[config.mk]
export PLATFORM = sky130hd
export DESIGN_NAME = ide_isa_shared_pin_control
export DESIGN_NICKNAME = d
export VERILOG_FILES = /design/src/common/pin_share_pkg.sv /design/src/common/sync_if.sv /design/src/rtl/input_sync.sv /design/src/rtl/ide_isa_shared_pin_control.sv
export SDC_FILE = /design/constraint.sdc
export NUM_CORES = 1
export LEC_CHECK = 0
export ABC_CLOCK_PERIOD_IN_PS = 2000
export BUFFER_PORTS_ARGS = -buffer_cell sky130_fd_sc_hd__buf_2
export CAP_MARGIN = 20
export CORE_MARGIN = 8
export CORE_UTILIZATION = 47
export DETAILED_ROUTE_END_ITERATION = 8
export GPL_TIMING_DRIVEN = 0
export HOLD_SLACK_MARGIN = 0.02
export PLACE_DENSITY = 0.78
export SETUP_SLACK_MARGIN = 0.02
export SLEW_MARGIN = 30
export SYNTH_ARGS = -nofsm -noshare
export SYNTH_HDL_FRONTEND = slang
export SYNTH_HIERARCHICAL = 1
export SYNTH_SLANG_ARGS = --single-unit
[constraint.sdc]
create_clock -name mclk_i -period 2 [get_ports mclk_i]
set_clock_uncertainty 0.05 [all_clocks]
set_input_delay 0.6 -clock mclk_i [delete_from_list [all_inputs] [get_ports mclk_i]]
set_output_delay 0.6 -clock mclk_i [all_outputs]
set_load 0.01 [all_outputs]
[src/common/pin_share_pkg.sv]
// Constants for the shared disk-data and upper-address pin control.
// Assumes a single 250 MHz core clock.
package pin_share_pkg;

    // ------------------------------------------------------------
    // Clock and strobe timing
    // ------------------------------------------------------------
    localparam int CLK_PERIOD_PS = 4000;
    localparam int IDX_SETUP_NS = 30;
    localparam int STROBE_MIN_NS = 70;
    localparam int IDX_HOLD_NS = 20;
    localparam int IDX_SETUP_CYC = (IDX_SETUP_NS * 1000 + CLK_PERIOD_PS - 1) / CLK_PERIOD_PS;
    localparam int STROBE_MIN_CYC = (STROBE_MIN_NS * 1000 + CLK_PERIOD_PS - 1) / CLK_PERIOD_PS;
    localparam int IDX_HOLD_CYC = (IDX_HOLD_NS * 1000 + CLK_PERIOD_PS - 1) / CLK_PERIOD_PS;
    localparam int CNT_W = 8;

    // ------------------------------------------------------------
    // Pin widths and field positions
    // ------------------------------------------------------------
    localparam int DD_W = 16;
    localparam int LA_W = 7;
    localparam int IDX_W = 3;
    localparam int MADDR_LSB = 3;
    localparam int MADDR_W = 13;
    localparam int LA_SEC_CMD = 6;
    localparam int LA_SEC_CTL = 5;
    localparam int LA_PRI_CMD = 4;
    localparam int LA_PRI_CTL = 3;
    localparam int LA_IDX_LSB = 0;

    // ------------------------------------------------------------
    // Transceiver control codes and reset values
    // ------------------------------------------------------------
    localparam logic XCVR_EN_ON_N = 1'h0;
    localparam logic XCVR_EN_OFF_N = 1'h1;
    localparam logic XCVR_DIR_TX = 1'h1;
    localparam logic XCVR_DIR_RX = 1'h0;
    localparam logic [LA_W-1:0] LA_RESET = 7'h00;
    localparam logic [DD_W-1:0] DD_RESET = 16'h0000;

    typedef enum logic [5:0] {
        ST_IDLE   = 6'b000001,
        ST_ISA    = 6'b000010,
        ST_SETUP  = 6'b000100,
        ST_STROBE = 6'b001000,
        ST_HOLD   = 6'b010000,
        ST_MASTER = 6'b100000
    } seq_state_t;

endpackage

[src/common/sync_if.sv]
// Carrier between the pin control top and its input synchroniser.
// Assumes both ends run on the same core clock.
`timescale 1ns/1ps
interface sync_if #(parameter int W = 1);
    logic [W-1:0] raw;
    logic [W-1:0] synced;
    modport owner (output raw, input synced);
    modport stage (input raw, output synced);
endinterface

[src/rtl/input_sync.sv]
// Two-flop synchroniser for a group of pin inputs.
// Assumes raw inputs are asynchronous to mclk_i.
`timescale 1ns/1ps
module input_sync #(
    parameter int W = 1
) (
    input wire logic mclk_i,
    input wire logic reset_n_i,
    sync_if.stage link
);
    logic [W-1:0] meta_q;
    logic [W-1:0] sync_q;

    always_ff @(posedge mclk_i) begin
        if (!reset_n_i) begin
            meta_q <= '0;
            sync_q <= '0;
        end else begin
            meta_q <= link.raw;
            sync_q <= meta_q;
        end
    end

    assign link.synced = sync_q;
endmodule

[src/rtl/ide_isa_shared_pin_control.sv]
// Shares disk data and upper unlatched address pins between IDE and ISA use.
// Assumes requests come from core logic on mclk_i; pins are asynchronous.
//
// Contract
// (RL1) Drive ready is an input from the drives
// (RL2) Provide active-low transceiver output enable
// (RL3) Direction high unless an ISA master owns bus
// (RL4) Master granted: direction low, latch its address
// (RL5) Only three enable/direction combinations used
// (RL6) Secondary selects on address lines 23, 22
// (RL7) Primary selects on address lines 21, 20
// (RL8) Board inverts the four selects externally
// (RL9) Register index on address lines 19 to 17
// (RL10) Selects and index stable before strobe
// (RL11) Selects and index stable whole transaction
// (RL12) Board buffer enable tied active
// (RL13) Otherwise drive lines as ISA address 23:17
// (RL14) Disk data drives connectors and system address
// (RL15) Switch line use only between transactions
`timescale 1ns/1ps
module ide_isa_shared_pin_control
    import pin_share_pkg::*;
#(
    parameter int SETUP_CYC = IDX_SETUP_CYC,
    parameter int STROBE_CYC = STROBE_MIN_CYC,
    parameter int HOLD_CYC = IDX_HOLD_CYC
) (
    input wire logic mclk_i,
    input wire logic reset_n_i,
    // Core side
    input wire logic isa_master_grant_i,
    input wire logic isa_cycle_i,
    input wire logic [LA_W-1:0] isa_upper_addr_i,
    input wire logic [DD_W-1:0] isa_dd_word_i,
    input wire logic ide_req_i,
    input wire logic ide_secondary_i,
    input wire logic ide_ctl_block_i,
    input wire logic ide_write_i,
    input wire logic [IDX_W-1:0] ide_index_i,
    input wire logic [DD_W-1:0] ide_wdata_i,
    output logic ide_ack_o,
    output logic [DD_W-1:0] ide_rdata_o,
    output logic [MADDR_W-1:0] master_addr_o,
    output logic [LA_W-1:0] master_upper_addr_o,
    output logic drive_ready_o,
    output logic busy_o,
    // Pins
    input wire logic drive_ready_in_i,
    input wire logic [DD_W-1:0] disk_data_bus_i,
    output logic [DD_W-1:0] disk_data_bus_o,
    output logic [DD_W-1:0] disk_data_bus_oe_o,
    input wire logic [LA_W-1:0] early_upper_addr_i,
    output logic [LA_W-1:0] early_upper_addr_o,
    output logic [LA_W-1:0] early_upper_addr_oe_o,
    output logic sys_xcvr_out_en_n_o,
    output logic sys_xcvr_direction_o,
    output logic drive_io_read_n_o,
    output logic drive_io_write_n_o
);

    // ------------------------------------------------------------
    // Pin synchronisers
    // ------------------------------------------------------------
    sync_if #(.W(1)) rdy_sync ();
    sync_if #(.W(DD_W)) dd_sync ();
    sync_if #(.W(LA_W)) la_sync ();

    assign rdy_sync.raw = drive_ready_in_i; // see (RL1)
    assign dd_sync.raw = disk_data_bus_i;
    assign la_sync.raw = early_upper_addr_i;

    input_sync #(.W(1)) u_rdy_sync (
        .mclk_i(mclk_i),
        .reset_n_i(reset_n_i),
        .link(rdy_sync)
    );
    input_sync #(.W(DD_W)) u_dd_sync (
        .mclk_i(mclk_i),
        .reset_n_i(reset_n_i),
        .link(dd_sync)
    );
    input_sync #(.W(LA_W)) u_la_sync (
        .mclk_i(mclk_i),
        .reset_n_i(reset_n_i),
        .link(la_sync)
    );

    wire logic ready_s = rdy_sync.synced[0];

    // ------------------------------------------------------------
    // Sequencer
    // ------------------------------------------------------------
    seq_state_t state_q;
    seq_state_t state_d;
    logic [CNT_W-1:0] cnt_q;
    logic [CNT_W-1:0] cnt_d;

    wire logic cnt_done = (cnt_q == '0);
    wire logic strobe_end = cnt_done && ready_s;

    // Line use changes only from idle, never mid-cycle
    always_comb begin
        state_d = state_q;
        cnt_d = cnt_done ? cnt_q : cnt_q - CNT_W'(1);
        case (state_q)
            ST_IDLE: begin // see (RL15)
                if (isa_master_grant_i) begin
                    state_d = ST_MASTER;
                end else if (isa_cycle_i) begin
                    state_d = ST_ISA;
                end else if (ide_req_i) begin
                    state_d = ST_SETUP;
                    cnt_d = CNT_W'(SETUP_CYC - 1);
                end
            end
            ST_ISA: begin
                if (!isa_cycle_i) begin
                    state_d = ST_IDLE;
                end
            end
            ST_SETUP: begin // see (RL10)
                if (cnt_done) begin
                    state_d = ST_STROBE;
                    cnt_d = CNT_W'(STROBE_CYC - 1);
                end
            end
            ST_STROBE: begin // see (RL1)
                if (strobe_end) begin
                    state_d = ST_HOLD;
                    cnt_d = CNT_W'(HOLD_CYC - 1);
                end
            end
            ST_HOLD: begin // see (RL11)
                if (cnt_done) begin
                    state_d = ST_IDLE;
                end
            end
            ST_MASTER: begin
                if (!isa_master_grant_i) begin
                    state_d = ST_IDLE;
                end
            end
            default: begin
                state_d = ST_IDLE;
            end
        endcase
    end

    always_ff @(posedge mclk_i) begin
        if (!reset_n_i) begin
            state_q <= ST_IDLE;
            cnt_q <= '0;
        end else begin
            state_q <= state_d;
            cnt_q <= cnt_d;
        end
    end

    // ------------------------------------------------------------
    // Captured IDE request
    // ------------------------------------------------------------
    logic sec_q;
    logic ctl_q;
    logic wr_q;
    logic [IDX_W-1:0] idx_q;
    logic [DD_W-1:0] wdata_q;

    wire logic ide_take = (state_q == ST_IDLE) && (state_d == ST_SETUP);
    wire logic cur_sec = ide_take ? ide_secondary_i : sec_q;
    wire logic cur_ctl = ide_take ? ide_ctl_block_i : ctl_q;
    wire logic [IDX_W-1:0] cur_idx = ide_take ? ide_index_i : idx_q;
    wire logic [DD_W-1:0] cur_wdata = ide_take ? ide_wdata_i : wdata_q;

    always_ff @(posedge mclk_i) begin
        if (!reset_n_i) begin
            sec_q <= 1'h0;
            ctl_q <= 1'h0;
            wr_q <= 1'h0;
            idx_q <= '0;
            wdata_q <= DD_RESET;
        end else if (ide_take) begin
            sec_q <= ide_secondary_i;
            ctl_q <= ide_ctl_block_i;
            wr_q <= ide_write_i;
            idx_q <= ide_index_i;
            wdata_q <= ide_wdata_i;
        end
    end

    // ------------------------------------------------------------
    // Next pin values
    // ------------------------------------------------------------
    wire logic in_ide = (state_d == ST_SETUP) || (state_d == ST_STROBE) || (state_d == ST_HOLD);
    wire logic in_master = (state_d == ST_MASTER);
    wire logic in_isa = (state_d == ST_ISA);
    wire logic strobe_d = (state_d == ST_STROBE);

    // Active-high selects; the board inverts them
    logic [LA_W-1:0] ide_lines;
    always_comb begin
        ide_lines = '0;
        ide_lines[LA_SEC_CMD] = cur_sec && !cur_ctl; // see (RL6) (RL8)
        ide_lines[LA_SEC_CTL] = cur_sec && cur_ctl; // see (RL6)
        ide_lines[LA_PRI_CMD] = !cur_sec && !cur_ctl; // see (RL7)
        ide_lines[LA_PRI_CTL] = !cur_sec && cur_ctl; // see (RL7)
        ide_lines[LA_IDX_LSB +: IDX_W] = cur_idx; // see (RL9) (RL10)
    end

    logic [LA_W-1:0] isa_la_q;
    always_ff @(posedge mclk_i) begin
        if (!reset_n_i) begin
            isa_la_q <= LA_RESET;
        end else if (in_isa) begin
            isa_la_q <= isa_upper_addr_i;
        end
    end

    wire logic [LA_W-1:0] la_d = in_ide ? ide_lines : (in_isa ? isa_upper_addr_i : isa_la_q);
    wire logic la_oe_d = !in_master; // see (RL13) (RL12)
    wire logic [DD_W-1:0] dd_d = in_ide ? cur_wdata : isa_dd_word_i; // see (RL14)
    wire logic dd_oe_d = (in_ide && (ide_take ? ide_write_i : wr_q)) || in_isa;
    // Enable/direction pairs: 0/1 ISA, 1/1 IDE, 0/0 master
    wire logic soe_n_d = in_ide ? XCVR_EN_OFF_N : XCVR_EN_ON_N; // see (RL2) (RL5)
    wire logic sys_xcvr_direction_d = in_master ? XCVR_DIR_RX : XCVR_DIR_TX; // see (RL3) (RL4)

    // ------------------------------------------------------------
    // Pin registers
    // ------------------------------------------------------------
    logic [LA_W-1:0] la_q;
    logic la_oe_q;
    logic [DD_W-1:0] dd_q;
    logic dd_oe_q;
    logic soe_n_q;
    logic sys_xcvr_direction_q;
    logic drive_io_read_n_n_q;
    logic drive_io_write_n_n_q;

    always_ff @(posedge mclk_i) begin
        if (!reset_n_i) begin
            la_q <= LA_RESET;
            la_oe_q <= 1'h1;
            dd_q <= DD_RESET;
            dd_oe_q <= 1'h0;
            soe_n_q <= XCVR_EN_ON_N;
            sys_xcvr_direction_q <= XCVR_DIR_TX;
            drive_io_read_n_n_q <= 1'h1;
            drive_io_write_n_n_q <= 1'h1;
        end else begin
            la_q <= la_d;
            la_oe_q <= la_oe_d;
            dd_q <= dd_d;
            dd_oe_q <= dd_oe_d;
            soe_n_q <= soe_n_d;
            sys_xcvr_direction_q <= sys_xcvr_direction_d;
            drive_io_read_n_n_q <= !(strobe_d && !wr_q);
            drive_io_write_n_n_q <= !(strobe_d && wr_q);
        end
    end

    // ------------------------------------------------------------
    // Captures toward the core
    // ------------------------------------------------------------
    logic [DD_W-1:0] rdata_q;
    logic [MADDR_W-1:0] maddr_q;
    logic [LA_W-1:0] mla_q;
    logic ready_q;

    always_ff @(posedge mclk_i) begin
        if (!reset_n_i) begin
            rdata_q <= DD_RESET;
            maddr_q <= '0;
            mla_q <= LA_RESET;
            ready_q <= 1'h0;
        end else begin
            ready_q <= ready_s;
            if (state_q == ST_STROBE && strobe_end && !wr_q) begin
                rdata_q <= dd_sync.synced;
            end
            if (state_q == ST_MASTER) begin
                maddr_q <= dd_sync.synced[MADDR_LSB +: MADDR_W]; // see (RL4)
                mla_q <= la_sync.synced;
            end
        end
    end

    assign ide_ack_o = (state_q == ST_HOLD) && cnt_done;
    assign ide_rdata_o = rdata_q;
    assign master_addr_o = maddr_q;
    assign master_upper_addr_o = mla_q;
    assign drive_ready_o = ready_q;
    assign busy_o = (state_q != ST_IDLE);
    assign disk_data_bus_o = dd_q;
    assign disk_data_bus_oe_o = {DD_W{dd_oe_q}};
    assign early_upper_addr_o = la_q;
    assign early_upper_addr_oe_o = {LA_W{la_oe_q}};
    assign sys_xcvr_out_en_n_o = soe_n_q;
    assign sys_xcvr_direction_o = sys_xcvr_direction_q;
    assign drive_io_read_n_o = drive_io_read_n_n_q;
    assign drive_io_write_n_o = drive_io_write_n_n_q;

endmodule

Word level (Yosys, flattened, before mapping)
Cells that the tools add are included.
- add/subtract/negate cells: 1
- reduce and logical (&&, ||, !) cells: 22
- equality and inequality tests: 12
- multiplexer cells: 26
- operator list (operator ; number):
    6-bit 2-to-1 mux ; 8
    8-bit 2-to-1 mux ; 6
    6-bit one-hot mux with 6 select lines ; 1
    16-bit 2-to-1 mux ; 2
    8-bit one-hot mux with 3 select lines ; 1
    7-bit 2-to-1 mux ; 2
    6-bit by 2-bit equality test with 1-bit output (second input constant) ; 2
    6-bit by 3-bit equality test with 1-bit output (second input constant) ; 2
    6-bit by 4-bit equality test with 1-bit output (second input constant) ; 2
    6-bit by 5-bit equality test with 1-bit output (second input constant) ; 2
    6-bit equality test (second input constant) ; 2
    1-bit logical AND ; 12
    8-bit logical NOT ; 1
    8-bit by 1-bit subtractor with 8-bit output (second input constant) ; 1
    6-bit by 1-bit equality test with 1-bit output (second input constant) ; 1
    1-bit logical NOT ; 6
    6-bit by 1-bit inequality test with 1-bit output (second input constant) ; 1
    1-bit 2-to-1 mux ; 5
    1-bit logical OR ; 3
    3-bit 2-to-1 mux ; 1
- word-level logic and storage cells: 87
- register bits after elaboration: 157
- output and inout port bits: 89

Depth between registers and ports, before layout
- depth in word-level cells: 10
- mapped depth: 10

Cells and area by module
The synthesis kept the hierarchy.
- modules (own cells, without submodules) (module ; cells each ; area each (um^2) ; times used ; sequential area each (um^2)):
    ide_isa_shared_pin_control ; 541 ; 4523.1 ; 1 ; 2162.1
    input_sync (u_dd_sync) ; 67 ; 895.9 ; 1 ; 640.6
    input_sync (u_la_sync) ; 29 ; 391.6 ; 1 ; 280.3
    input_sync (u_rdy_sync) ; 4 ; 52.6 ; 1 ; 40.0

Least setup slack after synthesis
Ideal clock, no wire load.
- path kind: register to register
- start point: reg cnt_q[0]
- end point: reg rdata_q[10], in the netlist ide_rdata_o[10]
- slack: -0.152 ns
- period minus slack after synthesis: 2.152 ns
- path buffers: 2
- required time: 1.822 ns
- arrival time: 1.975 ns
- library setup time: 0.128 ns
- stages on the path, launching flop included: 11
- cell sequence: dfxtp_1 > inv_1 > ha_1 > nor3b_1 > and2_1 > inv_2 > nor4b_2 > buf_4 > buf_6 > mux2i_1 > nor2_1
- cells in the longest elaborated chain, start to end: 4
- RTL lines (what ; RTL line ; RTL):
    from (decl) ; ide_isa_shared_pin_control.sv:95 ; logic [CNT_W-1:0] cnt_q;
    from (signal assigned) ; ide_isa_shared_pin_control.sv:155 ; cnt_q <= cnt_d;
    8-bit logical NOT ; ide_isa_shared_pin_control.sv:98 ; wire logic cnt_done = (cnt_q == '0);
    1-bit logical AND ; ide_isa_shared_pin_control.sv:99 ; wire logic strobe_end = cnt_done && ready_s;
    1-bit logical AND (2 in series) ; ide_isa_shared_pin_control.sv:276 ; if (state_q == ST_STROBE && strobe_end && !wr_q) begin
    to (signal assigned) ; ide_isa_shared_pin_control.sv:277 ; rdata_q <= dd_sync.synced;
    to (decl) ; ide_isa_shared_pin_control.sv:263 ; logic [DD_W-1:0] rdata_q;
No other way between the ends.
A chain may end at the register's enable or synchronous reset.

Final worst setup path
- start point: reg cnt_q[0]
- end point: out ide_ack_o
- cells in the longest elaborated chain, start to end: 2
- RTL lines (what ; RTL line ; RTL):
    8-bit logical NOT ; ide_isa_shared_pin_control.sv:98 ;
    1-bit logical AND ; ide_isa_shared_pin_control.sv:286 ; assign ide_ack_o = (state_q == ST_HOLD) && cnt_done;
    to (decl) ; ide_isa_shared_pin_control.sv:41 ; output logic ide_ack_o,
No other way between the ends.

==> run summary <==
Number of flops mapped to enable cells by yosys: 0
Final WS setup: -0.471 ns
Most common cell in the netlist: dfxtp_1
Worst skew pair latency: 0.43 ns
Routability congestion estimate: 0.852
Fmax: 405 MHz
Period utilisation layout: 124%
Final Max Tran Viols: 0
Syn_area_per_cell: 9.15 µm²
Cell with the largest stage delay on the worst path: dfxtp_2
Dpl cells: 975
# nets final: 944
Via count: 5654
Synthesized Nets: 717
Yosys top cell by area: dfxtp_1
Synth warnings: 6
Clk buf depth: 2
H-Tree Depth: 4
Seq cells post-synth: 156
Yosys cell types: 51
Status: complete, but fails checks
Crit Path Max Fanout: 7
DRT Pass-1 Iters: 6
Fillers: 880
Max-Slew Margin vs Limit: 36.8%
Total congestion overflow: 0
Clk pin slew, worst setup/hold paths: 0.07 ns
Share of post-route cells with drive strength above 1: 49.6%
Detailed Route Iter0 Violations: 398
Critical path type: flop to primary output
Setup tns final: -17.04 ns
Vias in the first global route: 5380
Final hold viol count: 0
Standard-cell row count: 41
Non-filler instance count after layout: 1052
Die W: 128 µm
Worst Hold Class: primary input to flop
P&R area growth vs syn: 48.8%
Peak supply drop: 1.04 mV
Core Box Area: 0.0124 mm²
Power density of the placed cells: 1020 mW/mm²
GRT Total Usage: 20.9%
Top cell type's share of synthesized area: 53.3%
CTS tree: built
Clk sink count: 156
Largest net degree at the start of global routing: 24
Final min period: 2.47 ns
Crit-path max cell delay: 0.34 ns
Die ar.: 0.0163 mm²
Critical path buffers and inverters: 3
P_leak: 0.00375 µW
Top cells by count, synth: dfxtp_1, nand2_1, a21oi_1
CP Data Required Time: 1.35 ns
IO buf count: 162
Measured slew at the worst slew-check pin: 0.947 ns
Synthesized instance count: 641
CTS buffer count: 17
RSZ-0062 raised after global routing: yes
Clock Tree Root: clkbuf_16
Kind of end point of the critical path: primary output
CP arrival: 1.82 ns
Synth top area cells: dfxtp_1, nand2_1, and2_2
Cell Chain, Critical Path: inv_2, ha_4, nor3b_4, and2_4, inv_8, nor3_4, buf_2
# DRC: 0
Main flop type after synthesis: dfxtp_1
Vias/cell: 5.37
Asr flop ratio synth: 0%
Synth Cell Area: 0.00586 mm²
MaxCap Viol Count: 0
Post-route ant nets: 0
Initial Util: 47.2%
Violated checks: setup timing
Die height: 128 µm
Pre-CTS setup slack: -0.669 ns
I/O Pins: 163
Initial antenna violation count: 3
Post-DP HPWL: 10.8 mm
Routed wire length: 19.3 mm
Final setup fails: 73
Seq/Total Area, Yosys: 53.3%
Largest delay share family, worst path: simple AND/OR/NAND/NOR gates
Hold Worst Slack: 0.328 ns
First-pass GRT wire length: 26.9 mm
Worst setup SP type: flop
Total power: 8930 µW
WL/cell: 18.3 µm
cell usage in the layout (no fill, tap or decap), drive strengths merged, types with 4 or more instances in the layout:
cell type | synthesis | routed
nor3 | 6 | 6
clkbuf | 23 | 41
mux2i | 21 | 21
or4 | 4 | 4
a21oi | 50 | 50
nor4 | 4 | 4
a31oi | 21 | 21
nand2b | 4 | 4
and2 | 50 | 50
nor3b | 5 | 5
buf | 39 | 248
dfxtp | 156 | 156
o21ai | 29 | 29
bufinv | 0 | 5
clkinv | 0 | 4
nand3 | 7 | 7
xnor2 | 4 | 4
inv | 11 | 12
nand2 | 133 | 133
nor2 | 39 | 39
cell families (layout without fill, tap and decap cells):
group | after synthesis | count (layout) | synth area share (%)
compound gates | 121 | 121 | 12.1
xor+xnor | 5 | 5 | 0.747
fa+ha+maj | 2 | 2 | 0.427
buf+inv | 73 | 311 | 7.38
flops | 156 | 156 | 53.3
mux | 21 | 21 | 3.59
other cells | 0 | 1 | 0
simple gates | 263 | 263 | 22.5
state kept, by name (all words and copies together), names as in the netlist, 8 cells and up:
register,flops
disk_data_bus_o,16
ide_rdata_o,16
u_dd_sync/link.synced,16
u_dd_sync/meta_q,16
wdata_q,16
master_addr_o,13
cnt_q,8
final timing paths:
| check | startpoint | end | slack (ns) | cells after the start |
|---|---|---|---|---|
| max | cnt_q[0]$_SDFF_PN0_ | ide_ack_o | -0.47 | 7 |
| min | drive_ready_in_i | u_rdy_sync/meta_q$_SDFF_PN0_ | 0.33 | 2 |
| max reg2reg | state_q[0]$_SDFF_PN1_ | disk_data_bus_o[4]$_SDFF_PN0_ | -0.33 | 10 |
| min reg2reg | u_la_sync/link.synced[5]$_SDFF_PN0_ | master_upper_addr_o[5]$_SDFFE_PN0N_ | 0.38 | 2 |
power breakdown:
| part | internal [µW] | total (µW) | leakage, µW | switching, µW |
|---|---|---|---|---|
| clock | 2200 | 3460 | 0.000303 | 1250 |
| combinational | 976 | 2010 | 0.00217 | 1030 |
| sequential | 3300 | 3470 | 0.00128 | 169 |
per-layer routing:
| metal | GRT usage, % | share of wire [%] | vias to the layer above |
|---|---|---|---|
| met4 | 9.93 | 4.5 | 4 |
| li1 | - | - | 2581 |
| met1 | 22.7 | 36 | 2615 |
| met2 | 34.7 | 47 | 368 |
| met3 | 8.78 | 12 | 86 |
| met5 | 0 | 0.15 | - |
layout make-up:
cell class / instances / area, µm² / area share [%]
Timing Repair Buffer: 211 / 1350 / 15.4
Antenna cell: 1 / 2.50 / 0.0287
Inverter: 11 / 48.8 / 0.559
Clock inverter: 11 / 194 / 2.22
Clock buffer: 19 / 433 / 4.96
Tap cell: 172 / 215 / 2.47
Buffer: 59 / 497 / 5.69
Sequential cell: 156 / 3150 / 36.1
Multi-Input combinational cell: 412 / 2840 / 32.6
timing repair:
action / in CTS / in global routing
gates resized for setup: 118 / 89
endpoints found under the setup margin: 91 / 79
hold buffers: 0 / 0
pin swaps: 20 / 19
gates cloned: 9 / 1
buffers inserted: 21 / 19
stage by stage:
step           util (%)  cell area [µm²]
3_5_place_dp       55.9             6940
2_1_floorplan         -             5910
3_3_place_gp       55.9             6940
4_1_cts            66.3             8230
6_report           70.3             8720
5_1_grt            70.3             8720
Power figures use the tool's default switching activity.
